File: src/rtl/htr_pkg.sv
// Package of constants and types for the humidity/temperature readout host.
// Behaviour
// - Host raises chip select between two accesses.
// - MISO changes after SCK fall, sampled rising.
// - Host holds SCK low two sensor clocks.
// - Host SCK rate stays below 10 MHz.
// - Both ends use SPI mode 0.
// - Host keeps sensor clock 16 cycles after power-down.
// - No readout for 1350 sensor clocks after wake.
// - Sensor clock recommended between 30 and 60 kHz.
// - Temperature converts linearly from raw code.
// - Humidity linearized by quadratic on raw reading.
// - Humidity gets temperature correction away from 25 C.
// - Chip select high at least three sensor clocks.
package htr_pkg;
   // System clock period in ns, 25 MHz.
   localparam int SYS_PERIOD_NS = 40;
   // Sensor clock: 32 kHz gives 390 system clocks per half period.
   localparam int SENS_FREQ_HZ = 32000;
   localparam int SENS_HALF_CYC =
      1000000000 / (SENS_FREQ_HZ * 2 * SYS_PERIOD_NS);
   // Sensor clock counts.
   localparam int CS_SETUP_SENS = 3;
   localparam int CS_GAP_SENS = 3;
   localparam int PD_HOLD_SENS = 16;
   localparam int INIT_SENS = 1350;
   // SCK half period: 200 ns minimum half period keeps rate below 10 MHz.
   localparam int SCK_HALF_NS = 200;
   localparam int SCK_HALF_CYC = (SCK_HALF_NS + SYS_PERIOD_NS - 1)
      / SYS_PERIOD_NS;
   localparam int FRAME_BITS = 16;
   // Temperature in hundredths: code * 10000 / 255 - 2000.
   localparam int TEMP_SCALE_NUM = 10000;
   localparam int TEMP_SCALE_DEN = 255;
   localparam int TEMP_OFFSET_CENTI = 2000;
   // Humidity terms carry a 1e7 scale, so the sum divides by 1e5.
   localparam int HUM_C1_E7 = -128400000;
   localparam int HUM_C2_E7 = 6800000;
   localparam int HUM_C3_E7 = -7981;
   localparam int CORR_REF_CENTI = 2500;
   localparam int CORR_T1_E5 = 1000;
   localparam int CORR_T2_E5 = 75;
   localparam int HUM_DIV_E5 = 100000;

   typedef struct packed {
      logic [7:0] humidity;
      logic [7:0] temperature;
   } htr_sample_s;

   typedef struct packed {
      logic csN;
      logic sck;
      logic powerDownRequest;
      logic sensClk;
   } htr_pins_s;

   typedef struct packed {
      logic [15:0] humidCenti;
      logic [15:0] tempCenti;
   } htr_phys_s;
endpackage : htr_pkg

File: src/rtl/htr_clkdiv.sv
// Sensor clock divider that also reports each rising edge it makes.
`timescale 1ns/100ps
`default_nettype none
module htr_clkdiv #(
   parameter int HALF_CYC = 390
) (
   // Clock and reset
   input wire logic clk_sys,
   input wire logic rst,
   // Control
   input wire logic runEn,
   // Outputs
   output logic sensClk,
   output logic sensRise
);
   // The half-period counter is 16 bits wide.
   if (HALF_CYC < 2 || HALF_CYC > 65536) begin : g_bad_half
      $error("HALF_CYC out of range");
   end
   logic [15:0] cnt_reg, cnt_next;
   logic clk_reg, clk_next;
   always_comb begin
      cnt_next = cnt_reg;
      clk_next = clk_reg;
      if (runEn) begin
         if (cnt_reg == 16'(HALF_CYC - 1)) begin
            cnt_next = 16'h0000;
            clk_next = ~clk_reg;
         end else begin
            cnt_next = cnt_reg + 16'h0001;
         end
      end
   end
   always_ff @(posedge clk_sys) begin
      if (rst) begin
         cnt_reg <= 16'h0000;
         clk_reg <= 1'b0;
      end else begin
         cnt_reg <= cnt_next;
         clk_reg <= clk_next;
      end
   end
   assign sensClk = clk_reg;
   assign sensRise = runEn && !clk_reg && cnt_reg == 16'(HALF_CYC - 1);
endmodule : htr_clkdiv
`default_nettype wire

File: src/rtl/htr_host.sv
// SPI master that powers, wakes and reads the humidity/temperature sensor.
`timescale 1ns/100ps
`default_nettype none
module htr_host
   import htr_pkg::*;
#(
   parameter int SENS_HALF = htr_pkg::SENS_HALF_CYC,
   parameter int INIT_CNT = htr_pkg::INIT_SENS
) (
   // Clock and reset
   input wire logic clk_sys,
   input wire logic rst,
   // User control
   input wire logic readReq,
   input wire logic sleepReq,
   output logic busy,
   output logic ready,
   output logic sampleValid,
   output htr_pkg::htr_sample_s sample,
   output htr_pkg::htr_phys_s phys,
   output logic asleep,
   // Sensor pins
   output htr_pkg::htr_pins_s pins,
   input wire logic miso
);
   import htr_pkg::*;

   if (INIT_CNT < 1 || INIT_CNT > 65535) begin : g_bad_init
      $error("INIT_CNT out of range");
   end

   typedef enum logic [2:0] {
      ST_INIT = 3'b000,
      ST_IDLE = 3'b001,
      ST_SETUP = 3'b010,
      ST_LOW = 3'b011,
      ST_HIGH = 3'b100,
      ST_GAP = 3'b101,
      ST_PDHOLD = 3'b110,
      ST_SLEEP = 3'b111
   } htr_state_e;

   htr_state_e state_reg, state_next;
   logic [15:0] sens_reg, sens_next;
   logic [7:0] tick_reg, tick_next;
   logic [4:0] bit_reg, bit_next;
   logic [15:0] shift_reg, shift_next;
   htr_sample_s sample_reg, sample_next;
   logic valid_reg, valid_next;
   logic csN_reg, csN_next;
   logic sck_reg, sck_next;
   logic pd_reg, pd_next;
   logic misoMeta_reg, misoSync_reg;
   logic clkRun;
   logic sensClk, sensRise;
   htr_phys_s phys_reg, phys_next;

   // Results are hundredths; each division truncates toward zero; the divisors are
   // constants, so no run-time divider is built.
   function automatic logic [15:0] temp_centi(input logic [7:0] code);
      int scaled;
      scaled = int'(code) * TEMP_SCALE_NUM / TEMP_SCALE_DEN;
      return 16'(scaled - TEMP_OFFSET_CENTI);
   endfunction : temp_centi

   function automatic logic [15:0] humid_centi(input logic [7:0] raw,
         input logic [15:0] tempC);
      int s;
      int acc;
      s = int'(raw);
      acc = HUM_C1_E7 + HUM_C2_E7 * s + HUM_C3_E7 * s * s;
      acc = acc + (int'(signed'(tempC)) - CORR_REF_CENTI)
         * (CORR_T1_E5 + CORR_T2_E5 * s);
      return 16'(acc / HUM_DIV_E5);
   endfunction : humid_centi

   // Sensor clock stops only in sleep, once the hold count is done.
   assign clkRun = state_reg != ST_SLEEP;

   htr_clkdiv #(.HALF_CYC(SENS_HALF)) uDiv (
      .clk_sys(clk_sys),
      .rst(rst),
      .runEn(clkRun),
      .sensClk(sensClk),
      .sensRise(sensRise)
   );

   // MISO comes from the sensor domain, so it is synchronised first.
   always_ff @(posedge clk_sys) begin
      if (rst) begin
         misoMeta_reg <= 1'b0;
         misoSync_reg <= 1'b0;
      end else begin
         misoMeta_reg <= miso;
         misoSync_reg <= misoMeta_reg;
      end
   end

   always_comb begin
      state_next = state_reg;
      sens_next = sens_reg;
      tick_next = tick_reg;
      bit_next = bit_reg;
      shift_next = shift_reg;
      sample_next = sample_reg;
      phys_next = phys_reg;
      valid_next = 1'b0;
      csN_next = csN_reg;
      sck_next = sck_reg;
      pd_next = pd_reg;
      unique case (state_reg)
         ST_INIT: begin
            // Wake-up wait counted in sensor clocks.
            if (sensRise) begin
               if (sens_reg == 16'(INIT_CNT - 1)) begin
                  state_next = ST_IDLE;
                  sens_next = 16'h0000;
               end else begin
                  sens_next = sens_reg + 16'h0001;
               end
            end
         end
         ST_IDLE: begin
            if (sleepReq) begin
               pd_next = 1'b1;
               state_next = ST_PDHOLD;
               sens_next = 16'h0000;
            end else if (readReq) begin
               csN_next = 1'b0;
               state_next = ST_SETUP;
               sens_next = 16'h0000;
               bit_next = 5'h00;
            end
         end
         ST_SETUP: begin
            // SCK stays low; wait past two sensor clocks for the MSB.
            sck_next = 1'b0;
            if (sensRise) begin
               if (sens_reg == 16'(CS_SETUP_SENS - 1)) begin
                  state_next = ST_LOW;
                  tick_next = 8'h00;
               end else begin
                  sens_next = sens_reg + 16'h0001;
               end
            end
         end
         ST_LOW: begin
            if (tick_reg == 8'(SCK_HALF_CYC - 1)) begin
               tick_next = 8'h00;
               sck_next = 1'b1;
               state_next = ST_HIGH;
            end else begin
               tick_next = tick_reg + 8'h01;
            end
         end
         ST_HIGH: begin
            // Sample at the rising edge; the device only moves data after fall.
            if (tick_reg == 8'h00) begin
               shift_next = {shift_reg[14:0], misoSync_reg};
            end
            if (tick_reg == 8'(SCK_HALF_CYC - 1)) begin
               tick_next = 8'h00;
               sck_next = 1'b0;
               if (bit_reg == 5'(FRAME_BITS - 1)) begin
                  csN_next = 1'b1;
                  sample_next = shift_reg;
                  phys_next.tempCenti = temp_centi(shift_reg[7:0]);
                  phys_next.humidCenti = humid_centi(shift_reg[15:8],
                     temp_centi(shift_reg[7:0]));
                  valid_next = 1'b1;
                  state_next = ST_GAP;
                  sens_next = 16'h0000;
               end else begin
                  bit_next = bit_reg + 5'h01;
                  state_next = ST_LOW;
               end
            end else begin
               tick_next = tick_reg + 8'h01;
            end
         end
         ST_GAP: begin
            if (sensRise) begin
               if (sens_reg == 16'(CS_GAP_SENS)) begin
                  state_next = ST_IDLE;
               end else begin
                  sens_next = sens_reg + 16'h0001;
               end
            end
         end
         ST_PDHOLD: begin
            if (sensRise) begin
               if (sens_reg == 16'(PD_HOLD_SENS)) begin
                  state_next = ST_SLEEP;
               end else begin
                  sens_next = sens_reg + 16'h0001;
               end
            end
         end
         ST_SLEEP: begin
            if (!sleepReq) begin
               pd_next = 1'b0;
               state_next = ST_INIT;
               sens_next = 16'h0000;
            end
         end
      endcase
   end

   always_ff @(posedge clk_sys) begin
      if (rst) begin
         state_reg <= ST_INIT;
         sens_reg <= 16'h0000;
         tick_reg <= 8'h00;
         bit_reg <= 5'h00;
         shift_reg <= 16'h0000;
         sample_reg <= '0;
         phys_reg <= '0;
         valid_reg <= 1'b0;
         csN_reg <= 1'b1;
         sck_reg <= 1'b0;
         pd_reg <= 1'b0;
      end else begin
         state_reg <= state_next;
         sens_reg <= sens_next;
         tick_reg <= tick_next;
         bit_reg <= bit_next;
         shift_reg <= shift_next;
         sample_reg <= sample_next;
         phys_reg <= phys_next;
         valid_reg <= valid_next;
         csN_reg <= csN_next;
         sck_reg <= sck_next;
         pd_reg <= pd_next;
      end
   end

   // The last bit enters the shifter at the start of its high phase, so the
   // shifter is whole by the time the frame closes.
   assign sample = sample_reg;
   assign phys = phys_reg;
   assign sampleValid = valid_reg;
   assign ready = state_reg == ST_IDLE;
   assign busy = state_reg != ST_IDLE;
   assign asleep = state_reg == ST_SLEEP;
   assign pins = '{csN: csN_reg, sck: sck_reg, powerDownRequest: pd_reg,
      sensClk: sensClk};
endmodule : htr_host
`default_nettype wire

File: config.mk
export PLATFORM = sky130hd
export DESIGN_NAME = htr_host
export DESIGN_NICKNAME = d
export VERILOG_FILES = /design/src/rtl/htr_pkg.sv /design/src/rtl/htr_clkdiv.sv /design/src/rtl/htr_host.sv
export SDC_FILE = /design/constraint.sdc
export NUM_CORES = 2
export LEC_CHECK = 0
export BUFFER_PORTS_ARGS = -buffer_cell sky130_fd_sc_hd__buf_2
export CELL_PAD_IN_SITES_DETAIL_PLACEMENT = 0
export CELL_PAD_IN_SITES_GLOBAL_PLACEMENT = 1
export CORE_AREA = 4 4 412 414
export CTS_CLUSTER_SIZE = 10
export DETAILED_ROUTE_END_ITERATION = 8
export DIE_AREA = 0 0 416 418
export PLACE_DENSITY = 0.45
export RECOVER_POWER = 50
export SYNTH_ARGS = -nofsm -noshare
export SYNTH_HDL_FRONTEND = slang
export SYNTH_SLANG_ARGS = --single-unit
export TNS_END_PERCENT = 100
File: constraint.sdc
create_clock -name clk_sys -period 45.9 [get_ports clk_sys]
set_input_delay 4.59 -clock clk_sys [delete_from_list [all_inputs] [get_ports clk_sys]]
set_output_delay 4.59 -clock clk_sys [all_outputs]
set_load 0.02 [all_outputs]
==> impl_metrics.ini <==
[placed_design]
dp_hpwl_mm = 126
post-place-ws_ns = 0.731
port_buffers = 60
globalplace.congestion = 0.848
dpl_cell_area_mm2 = 0.0442

[logic_synthesis]
synth_cell_types = 156
ys_seq_area_share_pct = 5.77
synth_top_area_cell = fa_1
synth_warnings = 0
synth_area_leaders = fa_1, ha_1, inv_1
ys.flop_type = dfxtp_1
synthArstFlopShare_pct = 0
syn_avg_cell_area_um2 = 8.09
synth_seq_cells = 119
syn_nets = 6008
synth_edf_count = 0
synthesis.instances = 5103
synth_top_area_share_pct = 27.4
synth_area_mm2 = 0.0413

[cts]
cts_max_level = 4
cts_buffer_depth = 2
clock_latency_ns = 0.54
cts_sinks = 119
clk_pin_slew_ns = 0.10
holdBufCountCts = 0
cts_tree = yes
root_buffer = clkbuf_16
cts_buffers = 17

[timing]
setup_viol = 0
hold_viol = 0
slew_violations = 53
fin_skew_ns = 0.0496
relSlewSlack_pct = -151
max_freq_mhz = 23.4
tightestPinTransition_ns = 3.77
fin_crit_sh_pct = 93.1
worst_slack_ns = 3.16
finalCriticalPeriod_ns = 42.74

[power_and_ir_drop]
irDropWorstVdd_mv = 0.0259
seq_power_share_pct = 38.5
pwr-share-comb_pct = 1.4
p_leak_nw = 20.1
powerDensity_mw_per_mm2 = 5.97
power.internal_w = 0.000197
power.switching_w = 0.0000725
clkPwrFrac_pct = 60.1
swShare_pct = 26.9

[route]
drt_wl_total_mm = 152
via_per_inst = 4.86
drc = 0
routedWlPerCell_um = 20.8
via_count = 35658
dr.pass1.iters = 7
initialDrtViolationCount = 1873
ant_nets = 0

[cells_and_area]
finalInstanceArea_mm2 = 0.0452
largest_reg_flops = 32
layout_commonest_cell = inv_1
layout.nets = 6016
drive_gt1_share_pct = 7.65
syn_to_final_growth_pct = 9.37
most-common-layout-cells = inv_1, fa_1, nand2_1

[global_route]
overflow = 0
grt_max_degree = 53
track_usage_pct = 17.5
grt_pass1_vias = 37279
grt_pass1_wl_mm = 235
antenna_found_initial = 1

[floorplan]
die_area_mm2 = 0.174
core_area_mm2 = 0.166
fp.dieH_um = 418
rows = 150
io_pins = 61
initial_core_util_pct = 24.8
die_w_um = 416

[critical_path]
cp.arrival_ns = 43.16
start_kind = register
crit_fanout = 18
reg2regPathDepth = 146
slowest_stage = a2111oi_4
max_stage_delay_ns = 0.65
endpoint_kind = register
crit_top_cell = o21ai_0
required_ns = 46.32
r2r_slack_ns = 3.16
reg2reg_from = shift_reg[7]$_SDFFE_PP0P_
startpoint = shift_reg[7]$_SDFFE_PP0P_
r2r_end = phys[20]$_SDFFE_PP0P_
worstSetupPathType = reg2reg
crit_end = phys[20]$_SDFFE_PP0P_

[run_status]
status = complete, but fails checks
violations = capacitance limit, slew limit

[job]
cap_violations = 1

[worst_hold_path]
hp-class = reg2reg
-- Yosys cell counts, types with 15 or more instances --
| cell | number |
|---|---|
| inv_1 | 818 |
| fa_1 | 566 |
| nand2_1 | 477 |
| nor2_1 | 392 |
| ha_1 | 334 |
| a21oi_1 | 230 |
| xnor2_1 | 199 |
| o21ai_0 | 155 |
| and2_1 | 147 |
| dfxtp_1 | 119 |
| nor3_1 | 105 |
| nand3_1 | 99 |
| clkbuf_1 | 95 |
| xor2_1 | 81 |
| a211oi_1 | 54 |
| nor2b_1 | 54 |
| a31oi_1 | 52 |
| nand2b_1 | 51 |
| and3_1 | 49 |
| nand4_1 | 49 |
| o21a_1 | 45 |
| or3_1 | 43 |
| a21o_1 | 41 |
| mux2i_1 | 37 |
| or2_2 | 37 |
| o211ai_1 | 36 |
| o21ai_1 | 32 |
| buf_4 | 31 |
| nor4_1 | 31 |
| o21bai_1 | 31 |
| o31ai_1 | 30 |
| o22ai_1 | 27 |
| a21boi_0 | 22 |
| or4_1 | 19 |
| o211a_1 | 18 |
| a211o_1 | 16 |
| a22o_1 | 15 |
-- power groups by stage --
stage | registers, W | logic, W | clock network (W)
after global routing | 0.000104 | 0.00000412 | 0.000172
after detailed placement | 0.000106 | 0.00000389 | 0
after global placement | 0.000106 | 0.00000394 | 0
after CTS | 0.000104 | 0.00000390 | 0.000173
final | 0.000104 | 0.00000369 | 0.000162
after floorplan | 0.000106 | 0.00000235 | 0
-- routing by layer --
layer | vias to the layer above | share of wire [%] | GRT usage (%)
met5 | - | 0 | 0
met4 | 0 | 1.3 | 2.84
met3 | 63 | 2.1 | 1.11
met2 | 490 | 51 | 31.9
met1 | 17882 | 46 | 23.1
li1 | 17223 | - | -
-- cells by family (layout without fill, tap and decap cells) --
logic type | after synthesis | count (layout) | synth area share [%]
adder cells (fa/ha/maj) | 910 | 910 | 37.8
buffers and inverters | 977 | 997 | 9.43
multiplexers | 54 | 54 | 1.41
XOR/XNOR | 284 | 284 | 6.12
AND/OR/NAND/NOR | 1679 | 1679 | 20.4
AO/OA/AOI/OAI | 1080 | 1080 | 19.1
flip-flops | 119 | 119 | 5.77
other | 0 | 3 | 0
-- worst max-delay path: cells and delay by family, from the launching register on --
family,cells,cell delay [ns]
XOR/XNOR,4,0.96
adder cells (fa/ha/maj),17,6.45
buffers and inverters,10,1.41
AO/OA/AOI/OAI,83,22.79
multiplexers,4,1.52
flip-flops,1,0.56
AND/OR/NAND/NOR,28,8.92
-- layout make-up --
class                      instances  area, um^2
clock buffer                      18         439
clock inverter                    13         194
sequential                       119        2390
timing repair buffer             144         893
tap                             2204        2760
fill                           18382      121000
inverter                         822        3090
multi-input combinational       4007       35400
antenna                            3        7.51
-- metrics by stage --
| step | instances | utilization [%] | setup TNS [ns] | hold WS [ns] | power [W] |
|---|---|---|---|---|---|
| 2_1_floorplan | 5103 | - | 0 | 0.414 | 0.000108 |
| 3_3_place_gp | 7285 | 26.6 | 0 | 0.418 | 0.000110 |
| 3_5_place_dp | 7285 | 26.6 | 0 | 0.428 | 0.000110 |
| 4_1_cts | 7316 | 26.9 | 0 | 0.444 | 0.000281 |
| 5_1_grt | 7327 | 27.2 | -0.0575 | 0.473 | 0.000280 |
| 6_report | 7330 | 27.2 | 0 | 0.440 | 0.000270 |
-- how the worst min path moves through the flow --
| stage | startpoint | endpoint | slack, ns | cells past startpoint |
|---|---|---|---|---|
| global placement | misoMeta_reg$_SDFF_PP0_ | misoSync_reg$_SDFF_PP0_ | 0.42 | 1 |
| floorplan | misoMeta_reg$_SDFF_PP0_ | misoSync_reg$_SDFF_PP0_ | 0.41 | 1 |
| detailed placement | misoMeta_reg$_SDFF_PP0_ | misoSync_reg$_SDFF_PP0_ | 0.43 | 1 |
| CTS | misoMeta_reg$_SDFF_PP0_ | misoSync_reg$_SDFF_PP0_ | 0.44 | 1 |
| global route | sample[8]$_SDFFE_PP0P_ | sample[8]$_SDFFE_PP0P_ | 0.47 | 2 |
| finish | misoMeta_reg$_SDFF_PP0_ | misoSync_reg$_SDFF_PP0_ | 0.44 | 1 |
-- repair_timing --
action | 4_1_cts | 5_1_grt
buffers inserted | 0 | 11
endpoints found under the hold margin | 0 | 0
endpoints found under the setup margin | 0 | 16
resized for setup | 0 | 55
(Power assumes the default switching activity.)
